[src/eimo_pkg.sv]
// constants of the event interrupt mask block: register indices, field positions, resets
// assumes a 32-bit apb slave where each register index maps to one aligned word

package eimo_pkg;

    // ----------------------------------------------------------------
    // register indices (byte address is four times the index)
    // ----------------------------------------------------------------
    localparam logic [15:0] IDX_EVENT_MASK   = 16'he50b;
    localparam logic [15:0] IDX_PHASE_SOURCE = 16'he600;
    localparam logic [15:0] IDX_MAIN_FLAGS   = 16'he502;

    // ----------------------------------------------------------------
    // event bit positions, shared by mask and main flags
    // ----------------------------------------------------------------
    localparam int BIT_NOLOAD_ACTRE   = 0;
    localparam int BIT_NOLOAD_APPAR   = 2;
    localparam int BIT_VOLT_MISS      = 3;
    localparam int BIT_CURR_MISS      = 6;
    localparam int BIT_VOLT_CROSS     = 9;
    localparam int BIT_CURR_CROSS     = 12;
    localparam int BIT_RESET_DONE     = 15;
    localparam int BIT_DIP            = 16;
    localparam int BIT_HIGH_CURR      = 17;
    localparam int BIT_HIGH_VOLT      = 18;
    localparam int BIT_PHASE_ORDER    = 19;
    localparam int BIT_CURR_PEAK      = 23;
    localparam int BIT_VOLT_PEAK      = 24;

    // ----------------------------------------------------------------
    // phase source field positions
    // ----------------------------------------------------------------
    localparam int PH_HIGH_CURR = 3;
    localparam int PH_HIGH_VOLT = 9;
    localparam int PH_DIP       = 12;

    // ----------------------------------------------------------------
    // reset values and implemented bits
    // ----------------------------------------------------------------
    localparam logic [31:0] MASK_RESET     = 32'h0000_0000;
    localparam logic [31:0] MASK_WRITABLE  = 32'h018f_fffd;
    localparam logic [31:0] FLAGS_RESET    = 32'h0000_0000;
    localparam logic [15:0] PHASE_RESET    = 16'h0000;
    localparam logic [31:0] ALWAYS_ENABLED = 32'h0000_8000;

endpackage

[src/eimo_seq_if.sv]
// carrier between the top and the phase-order checker
// assumes rise pulses are one mclk cycle wide and synchronous to mclk

`timescale 1ns/100ps

interface eimo_seq_if;
    logic [2:0] voltRise;
    logic       orderErr;

    modport judge   (input voltRise, output orderErr);
    modport user    (output voltRise, input orderErr);
endinterface

[src/eimo_seq_check.sv]
// phase-order checker: flags a phase A rising crossing followed next by phase C
// assumes one-cycle rise pulses on mclk; b and c together after a count as correct order

`timescale 1ns/100ps

module eimo_seq_check (
    // clock and reset
    input  wire logic mclk,
    input  wire logic rst_n,
    // rise pulses in, error pulse out
    eimo_seq_if.judge seq
);

    typedef enum logic {ST_WAIT_A, ST_AFTER_A} eimo_seq_state_type;

    eimo_seq_state_type state_r;
    eimo_seq_state_type state_nxt;
    logic               err_r;
    logic               err_nxt;

    always_comb begin
        state_nxt = state_r;
        err_nxt   = 1'b0;
        case (state_r)
            ST_WAIT_A: begin
                if (seq.voltRise[0]) begin
                    state_nxt = ST_AFTER_A;
                end
            end
            ST_AFTER_A: begin
                // the crossing that follows a decides the order
                if (seq.voltRise[1]) begin
                    state_nxt = ST_WAIT_A;
                end else if (seq.voltRise[2]) begin
                    err_nxt   = 1'b1;
                    state_nxt = ST_WAIT_A;
                end
            end
            default: state_nxt = ST_WAIT_A;
        endcase
    end

    always_ff @(posedge mclk or negedge rst_n) begin
        if (!rst_n) begin
            state_r <= ST_WAIT_A;
            err_r   <= 1'b0;
        end else begin
            state_r <= state_nxt;
            err_r   <= err_nxt;
        end
    end

    assign seq.orderErr = err_r;
endmodule

[src/eimo_top.sv]
// event interrupt mask block: mask register, event flags, phase sources, irq
// assumes event inputs are synchronous to mclk; apb master per amba apb with psel/penable
//
// Function
// - mask bit 0 enables irq when a phase enters active/reactive no-load
// - mask bit 2 enables irq when a phase enters apparent no-load
// - mask bit 1 reserved, writes ignored, resets to zero
// - mask bits 3-5 enable irq on missed voltage crossing, phases a, b, c
// - mask bits 6-8 enable irq on missed current crossing, phases a, b, c
// - mask bits 9-11 enable irq on detected voltage crossing, phases a, b, c
// - mask bits 12-14 enable irq on detected current crossing, phases a, b, c
// - reset-done irq always enabled; mask bit 15 writable but without effect
// - mask bit 16 enables dip irq; phases shown in phase source bits 14-12
// - mask bit 17 enables overcurrent irq; phases shown in bits 5-3
// - mask bit 18 enables overvoltage irq; phases shown in bits 11-9
// - mask bit 19 enables irq when a rising a crossing is followed by c
// - mask bit 23 enables irq when current peak period ends
// - mask bit 24 enables irq when voltage peak period ends
// - mask bits 20-22 and 25-31 reserved, writes ignored, reset to zero
// - phase source bits 3-5 mark phase currents causing overcurrent flag bit 17
// - phase source bits 12-14 mark phase voltages causing dip flag bit 16
//
// The APB interface to the registers was decided locally.

`timescale 1ns/100ps

module eimo_top #(
    parameter int PADDR_W = 18
) (
    // clock and reset
    input  wire logic               mclk,
    input  wire logic               rst_n,
    // apb slave
    input  wire logic               psel,
    input  wire logic               penable,
    input  wire logic               pwrite,
    input  wire logic [PADDR_W-1:0] paddr,
    input  wire logic [31:0]        pwdata,
    output logic                    pready,
    output logic [31:0]             prdata,
    output logic                    pslverr,
    // no-load levels per phase
    input  wire logic [2:0]         noloadActRe,
    input  wire logic [2:0]         noloadApparent,
    // zero-crossing pulses per phase
    input  wire logic [2:0]         voltCrossMiss,
    input  wire logic [2:0]         currCrossMiss,
    input  wire logic [2:0]         voltCross,
    input  wire logic [2:0]         currCross,
    input  wire logic [2:0]         voltRise,
    // power-quality pulses per phase
    input  wire logic [2:0]         dipPhase,
    input  wire logic [2:0]         highCurPhase,
    input  wire logic [2:0]         highVoltPhase,
    // peak detection period ends
    input  wire logic               currPeakEnd,
    input  wire logic               voltPeakEnd,
    // interrupt request
    output logic                    irq_n
);

    // the register indices need eighteen byte-address bits
    if (PADDR_W < 18) begin
        $error("PADDR_W too small for the register map");
    end

    // ----------------------------------------------------------------
    // decode helpers
    // ----------------------------------------------------------------
    function automatic logic hitIdx(input logic [PADDR_W-1:0] a, input logic [15:0] idx);
        hitIdx = (a == PADDR_W'({idx, 2'b00}));
    endfunction

    function automatic logic [31:0] placeThree(input logic [2:0] v, input int pos);
        placeThree = 32'(v) << pos;
    endfunction

    // ----------------------------------------------------------------
    // state
    // ----------------------------------------------------------------
    logic [31:0] mask_r;
    logic [31:0] mask_nxt;
    logic [31:0] flags_r;
    logic [31:0] flags_nxt;
    logic [15:0] phase_r;
    logic [15:0] phase_nxt;
    logic [2:0]  noloadActRe_r;
    logic [2:0]  noloadApparent_r;
    logic        started_r;
    logic [31:0] rdata_r;
    logic [31:0] rdata_nxt;
    logic        slvErr_r;
    logic        slvErr_nxt;
    logic        irqN_r;
    logic        irqN_nxt;

    logic [31:0] setVec;
    logic [31:0] clrVec;
    logic [15:0] phaseSet;
    logic [15:0] phaseClr;
    logic [31:0] enabled;
    logic        setupPh;
    logic        accessPh;
    logic        hitMask;
    logic        hitPhase;
    logic        hitFlags;

    eimo_seq_if seqIf ();

    assign seqIf.voltRise = voltRise;

    eimo_seq_check uSeq (
        .mclk  (mclk),
        .rst_n (rst_n),
        .seq   (seqIf.judge)
    );

    // ----------------------------------------------------------------
    // apb decode
    // ----------------------------------------------------------------
    assign setupPh  = psel && !penable;
    assign accessPh = psel && penable;
    assign hitMask  = hitIdx(paddr, eimo_pkg::IDX_EVENT_MASK);
    assign hitPhase = hitIdx(paddr, eimo_pkg::IDX_PHASE_SOURCE);
    assign hitFlags = hitIdx(paddr, eimo_pkg::IDX_MAIN_FLAGS);

    // read data and error are prepared during setup, so the access phase never waits
    always_comb begin
        rdata_nxt  = rdata_r;
        slvErr_nxt = slvErr_r;
        if (setupPh) begin
            slvErr_nxt = 1'b0;
            if (hitMask) begin
                rdata_nxt = mask_r;
            end else if (hitPhase) begin
                rdata_nxt = {16'h0000, phase_r};
            end else if (hitFlags) begin
                rdata_nxt = flags_r;
            end else begin
                rdata_nxt  = 32'h0000_0000;
                slvErr_nxt = 1'b1;
            end
        end
    end

    // ----------------------------------------------------------------
    // event collection
    // ----------------------------------------------------------------
    always_comb begin
        setVec = 32'h0000_0000;
        setVec[eimo_pkg::BIT_NOLOAD_ACTRE] = |(noloadActRe & ~noloadActRe_r);
        setVec[eimo_pkg::BIT_NOLOAD_APPAR] = |(noloadApparent & ~noloadApparent_r);
        setVec = setVec | placeThree(voltCrossMiss, eimo_pkg::BIT_VOLT_MISS);
        setVec = setVec | placeThree(currCrossMiss, eimo_pkg::BIT_CURR_MISS);
        setVec = setVec | placeThree(voltCross, eimo_pkg::BIT_VOLT_CROSS);
        setVec = setVec | placeThree(currCross, eimo_pkg::BIT_CURR_CROSS);
        setVec[eimo_pkg::BIT_RESET_DONE]  = !started_r;
        setVec[eimo_pkg::BIT_DIP]         = |dipPhase;
        setVec[eimo_pkg::BIT_HIGH_CURR]   = |highCurPhase;
        setVec[eimo_pkg::BIT_HIGH_VOLT]   = |highVoltPhase;
        setVec[eimo_pkg::BIT_PHASE_ORDER] = seqIf.orderErr;
        setVec[eimo_pkg::BIT_CURR_PEAK]   = currPeakEnd;
        setVec[eimo_pkg::BIT_VOLT_PEAK]   = voltPeakEnd;
    end

    assign clrVec = (accessPh && pwrite && hitFlags) ? pwdata : 32'h0000_0000;

    // phase sources follow their main flag: cleared together, set wins
    always_comb begin
        phaseSet = 16'(placeThree(highCurPhase, eimo_pkg::PH_HIGH_CURR))
                 | 16'(placeThree(highVoltPhase, eimo_pkg::PH_HIGH_VOLT))
                 | 16'(placeThree(dipPhase, eimo_pkg::PH_DIP));
        phaseClr = 16'h0000;
        phaseClr = phaseClr | 16'(placeThree({3{clrVec[eimo_pkg::BIT_HIGH_CURR]}},
                                             eimo_pkg::PH_HIGH_CURR));
        phaseClr = phaseClr | 16'(placeThree({3{clrVec[eimo_pkg::BIT_HIGH_VOLT]}},
                                             eimo_pkg::PH_HIGH_VOLT));
        phaseClr = phaseClr | 16'(placeThree({3{clrVec[eimo_pkg::BIT_DIP]}},
                                             eimo_pkg::PH_DIP));
        phase_nxt = (phase_r & ~phaseClr) | phaseSet;
    end

    // ----------------------------------------------------------------
    // mask, flags, irq
    // ----------------------------------------------------------------
    // reserved mask bits are never stored, so they read zero whatever is written
    always_comb begin
        mask_nxt = mask_r;
        if (accessPh && pwrite && hitMask) begin
            mask_nxt = pwdata & eimo_pkg::MASK_WRITABLE;
        end
    end

    // a flag raised in the cycle it is cleared survives; the mask is not consulted
    assign flags_nxt = ((flags_r & ~clrVec) | setVec) & eimo_pkg::MASK_WRITABLE;

    // mask bit 15 is stored but the reset-done flag is enabled regardless
    assign enabled  = (mask_r & ~eimo_pkg::ALWAYS_ENABLED) | eimo_pkg::ALWAYS_ENABLED;
    assign irqN_nxt = !(|(flags_r & enabled));

    always_ff @(posedge mclk or negedge rst_n) begin
        if (!rst_n) begin
            mask_r           <= eimo_pkg::MASK_RESET;
            flags_r          <= eimo_pkg::FLAGS_RESET;
            phase_r          <= eimo_pkg::PHASE_RESET;
            noloadActRe_r    <= 3'h0;
            noloadApparent_r <= 3'h0;
            started_r        <= 1'b0;
            rdata_r          <= 32'h0000_0000;
            slvErr_r         <= 1'b0;
            irqN_r           <= 1'b1;
        end else begin
            mask_r           <= mask_nxt;
            flags_r          <= flags_nxt;
            phase_r          <= phase_nxt;
            noloadActRe_r    <= noloadActRe;
            noloadApparent_r <= noloadApparent;
            started_r        <= 1'b1;
            rdata_r          <= rdata_nxt;
            slvErr_r         <= slvErr_nxt;
            irqN_r           <= irqN_nxt;
        end
    end

    assign pready  = accessPh;
    assign prdata  = rdata_r;
    assign pslverr = slvErr_r;
    assign irq_n   = irqN_r;
endmodule

[config.mk]
export PLATFORM = sky130hd
export DESIGN_NAME = eimo_top
export DESIGN_NICKNAME = d
export VERILOG_FILES = /design/src/eimo_pkg.sv /design/src/eimo_seq_if.sv /design/src/eimo_seq_check.sv /design/src/eimo_top.sv
export SDC_FILE = /design/constraint.sdc
export NUM_CORES = 1
export LEC_CHECK = 0
export ABC_AREA = 1
export ABC_CLOCK_PERIOD_IN_PS = 1100
export BUFFER_PORTS_ARGS = -buffer_cell sky130_fd_sc_hd__buf_2
export CAP_MARGIN = 10
export CORE_MARGIN = 2
export CORE_UTILIZATION = 45
export DETAILED_ROUTE_END_ITERATION = 10
export PLACE_DENSITY = 0.71
export SLEW_MARGIN = 20
export SYNTH_ARGS = -nofsm -noshare
export SYNTH_HDL_FRONTEND = slang
export SYNTH_HIERARCHICAL = 1
export SYNTH_SLANG_ARGS = --single-unit
[constraint.sdc]
create_clock -name mclk -period 1.1 [get_ports mclk]
set_input_delay 0.22 -clock mclk [delete_from_list [all_inputs] [get_ports mclk]]
set_output_delay 0.22 -clock mclk [all_outputs]
set_load 0.005 [all_outputs]
Word level (Yosys, flattened, before mapping)
Index checks and enable logic that the tools add are counted.
- add/subtract/negate cells: 0
- multiply operators: 0
- divide/modulo/power cells: 0
- magnitude comparators: 0
- equal/unequal tests: 3
- shifts and indexed selects: 0
- mux-type cells: 14
- bitwise gates (word level): 20
- reductions and logical operators: 14
- operators by type and width (operator ; count):
    $mux W32 ; 2
    $eq A18 B18 Y1 const B ; 3
    $and A25 B25 Y25 ; 2
    $mux W25 ; 2
    $or A12 B15 Y15 ; 3
    $reduce_or A32 Y1 ; 1
    $not A25 Y25 ; 1
    $or A25 B25 Y25 ; 1
    $or A6 B12 Y12 ; 2
    $and A16 B16 Y16 ; 1
    $not A15 Y16 ; 1
    $or A16 B15 Y16 ; 1
    $reduce_or A3 Y1 ; 5
    $or A9 B12 Y12 ; 1
    $mux W1 ; 9
    $or A6 B9 Y9 ; 1
    $and A3 B3 Y3 ; 2
    $not A3 Y3 ; 2
    $or A3 B6 Y6 ; 1
    $logic_and A1 B1 Y1 ; 5
    $logic_not A1 Y1 ; 3
    $pmux W1 S2 ; 1
    $not A1 Y1 ; 1
- register bits: 101
- latch bits: 0
- bits in writable memories: 0
- memory bits (read-only): 0
- bits of input ports: 87
- logic and storage cells: 62
- memories kept: 0

Longest topological paths before layout
- depth in word-level cells: 9
- mapped depth: 11
- gate-level depth less buffers: 10

By module
The synthesis kept the hierarchy.
- modules (own cells, without submodules) (module ; times used ; cells an instance ; area each (um2)):
    eimo_top ; 1 ; 525 ; 4102.7
    eimo_seq_check ; 1 ; 9 ; 76.3

Worst setup path before layout
OpenSTA, ideal clock, no wires.
- path kind: in2reg
- from: input paddr[13]
- to: register mask_r[12]
- arrival time: 1047 ps
- required time: 983 ps
- path slack: -64 ps
- stages on the path: 7
- path buffers: 1
- path through: nor2_1 nand3_2 nor2_4 nand4_4 buf_6 nand2_1 o21ai_2
- cells in the longest elaborated chain, start to end: 2
- RTL lines (item ; line ; source):
    from (decl) ; eimo_top.sv:37 ; input wire logic [PADDR_W-1:0] paddr,
    $eq A18 B18 Y1 ; eimo_top.sv:71 ; hitIdx = (a == PADDR_W'({idx, 2'b00}));
    $logic_and A1 B1 Y1 ; eimo_top.sv:189 ; if (accessPh && pwrite && hitMask) begin
    to (signal assigned) ; eimo_top.sv:203 ; mask_r <= eimo_pkg::MASK_RESET;
    to (signal assigned) ; eimo_top.sv:213 ; mask_r <= mask_nxt;
    to (decl) ; eimo_top.sv:81 ; logic [31:0] mask_r;
No other way between the ends.
A chain may end at the register's enable or synchronous reset.

Worst setup path in the final report
- from: register irqN_r, in the netlist irq_n
- to: output irq_n
- RTL lines (item ; line ; source):
    from (decl) ; eimo_top.sv:94 ; logic irqN_r;
    from (signal assigned) ; eimo_top.sv:221 ; irqN_r <= irqN_nxt;
    to (decl) ; eimo_top.sv:59 ; output logic irq_n
No word-level cell between the ends.

==> flow_metrics.py <==
metrics = {
    "drt": {
        "drtIter0Drc": 376,
        "drt_pass1_iterations": 5,
        "vias_per_cell": 5.066,
        "vias": 4215,
        "ant_nets": 0,
        "wl_per_cell_um": 15.13,
        "postRouteWirelength_mm": 12.59,
        "drc_errors": 0,
    },
    "timing": {
        "rsz0062_at_grt": "true",
        "setup_tns_ps": -986.1,
        "min_period_over_period_pct": 109.5,
        "setup_viol": 35,
        "slew_violations": 0,
        "setup_ws_ps": -104.1,
        "period_minus_slack_ps": 1204,
        "max_freq_mhz": 830.5,
        "hold_viol_final": 0,
        "fin_skew_ps": 11.88,
    },
    "finish": {
        "final_common_cell": "nand2_1",
        "stdcell_count": 832,
        "diodes": 0,
        "syn2layout_area_growth_pct": 46.86,
        "design_area_um2": 6137,
        "final_core_util_pct": 67.38,
        "drive_above_1_share_pct": 45.35,
        "final_cell_mix": "nand2_1 (124), buf_2 (93), dfrtp_1 (82)",
        "nNetsFinal": 803,
    },
    "power_and_ir_drop": {
        "p_leak_nw": 3.197,
        "ir_drop_uv": 820.8,
        "power_density_nw_per_um2": 1090,
    },
    "logic_synthesis": {
        "synth_warnings": 6,
        "synth_top_family_by_area": "simple AND/OR/NAND/NOR gates",
        "synth_seq_cells": 83,
        "synth_area_um2": 4179,
        "synth_edf_count": 0,
        "synth.distinct_cells": 24,
        "synth_cells": 534,
        "ys.flop_type": "dfrtp_1",
        "synth_compound_area_share_pct": 6.317,
        "synthAdderAreaFrac_pct": 0,
        "async_flop_share_pct": 100.0,
        "synth.top_cell.area_share_pct": 49.10,
        "synthMuxAreaShare_pct": 0,
        "ys_seq_area_share_pct": 49.73,
        "yosys.area.top_type": "dfrtp_1",
        "yosys.area_share.simple_pct": 31.80,
        "yosys-top-cells-area": "dfrtp_1 (49%), nand2_1 (16%), inv_1 (6.6%)",
        "synth-xor-area-share_pct": 0,
        "postSynthAreaPerCell_um2": 7.826,
    },
    "grt": {
        "grt_max_degree": 33,
        "grt_pass1_vias": 3990,
        "grt-ovfl-total": 0,
        "grt_usage_pct": 23.94,
        "antenna_found_initial": 0,
        "grt_pass1_wl_mm": 18.69,
    },
    "critical_path": {
        "worst-setup-path-type": "register to primary output",
        "worst_setup_path_end_kind": "primary output",
        "critPathArrivalTime_ps": 980,
        "crit_required_ps": 880,
        "crit_path_max_incr_delay_ps": 520,
        "path_cells": "buf_2",
        "cpMaxStageDelayCell": "dfstp_2",
        "cp_max_fo": 1,
        "setup.worst_path.start_class": "register",
        "critPathBufInv": 1,
        "cpLargestDelayFamily": "flip-flops",
    },
    "floorplan": {
        "die_w_um": 100.4,
        "fp.dieH_um": 100.4,
        "die_area_um2": 10070,
        "initial_core_util_pct": 45.88,
        "core.rowCount": 35,
        "coreArea_um2": 9109,
        "io_pins": 122,
    },
    "clocking": {
        "clkTransAtPathRegs_ps": 90,
        "clock_latency_ps": 370,
        "root_buffer": "clkbuf_8",
        "clkSinkCount": 83,
        "cts_max_path_buffers": 2,
        "cts_tree": "done",
        "h-tree-depth": 3,
        "cts-buffers-inserted": 9,
    },
    "run": {
        "max_cap_viol_count": 0,
    },
    "placement": {
        "gp_congestion": 0.8994,
        "placed_area_um2": 5200,
        "io_buffers": 99,
        "dp_cells": 777,
        "dp_hpwl_mm": 8.068,
    },
    "status": {
        "violations": "setup timing",
        "status": "complete, but fails checks",
    },
    "min_path": {
        "hold_path.class": "input port to register",
    },
}
## layer usage
layer  share of wire, %  routed length [um]  track usage [%]
met3                6.6                 834            4.318
met2                 51                6363            41.82
met5                  0                   0                0
met4                2.7                 340            9.378
met1                 40                5051            29.38
## metrics by stage
stage               total power, W  setup slack [ps]  hold WS, ps
floorplan                 0.003555            -45.68       -75.59
global placement          0.003960            -361.4        138.4
detailed placement        0.003981            -398.7        146.8
CTS                       0.006612            -116.6        18.80
global route              0.006940            -129.3        28.10
finish                    0.006688            -104.1        28.11
## synthesized netlist by cell type, types with 4 or more instances
cell type	count
a21oi_1	13
buf_2	7
buf_4	13
buf_6	7
dfrtp_1	82
inv_1	73
nand2_1	175
nand3_1	49
nand4_1	13
nor2_1	54
nor2_2	6
nor3_1	4
o21ai_2	21
## final timing paths
| check | cells after the start | end | startpoint | slack (ps) |
|---|---|---|---|---|
| max in group asynchronous | 3 | mask_r[11] | rst_n | 330 |
| min in group asynchronous | 2 | prdata[14] | rst_n | 290 |
| worst max register to register | 5 | irq_n | flags_r[17] | -60 |
| worst min register to register | 1 | flags_r[15] | started_r | 420 |
| worst min-delay path | 3 | flags_r[23] | currPeakEnd | 30 |
| worst max-delay path | 1 | irq_n | irq_n | -100 |
## where the power goes
part / leakage [nW] / switching, W / internal [W]
registers: 0.940 / 0.0000576 / 0.00316
clock network: 0.114 / 0.00121 / 0.00136
logic: 2.14 / 0.000458 / 0.000443
## cell families after synthesis
family	after synthesis
and+or+nand+nor	309
other	2
AOI/OAI and AO/OA	36
DFF	83
buffers and inverters	104
## area by class of cell
class	count	area, um^2
sequential	83	2078
tap	111	138.9
multi-input combinational	357	1968
fill	721	2972
timing repair buffer	190	1426
inverter	75	294.0
clock inverter	6	93.84
clock buffer	10	137.6
## registers in the layout (all words and copies together) (netlist names)
name,flops
irq_n,1
mask_r,21
flags_r,21
noloadActRe_r,3
pslverr,1
noloadApparent_r,3
prdata,21
uSeq/seq.orderErr,1
phase_r,9
uSeq/state_r,1
started_r,1
## repair_timing
item                                    CTS  global route
hold buffers                              8             0
endpoints found under the setup margin   41            94
hold endpoints to repair                 25             0
gates resized for setup                  32            83
pin swaps                                12            40
setup buffers                            10            14
cloned                                    2             5
No activity file was read; power rests on OpenSTA's default activity.
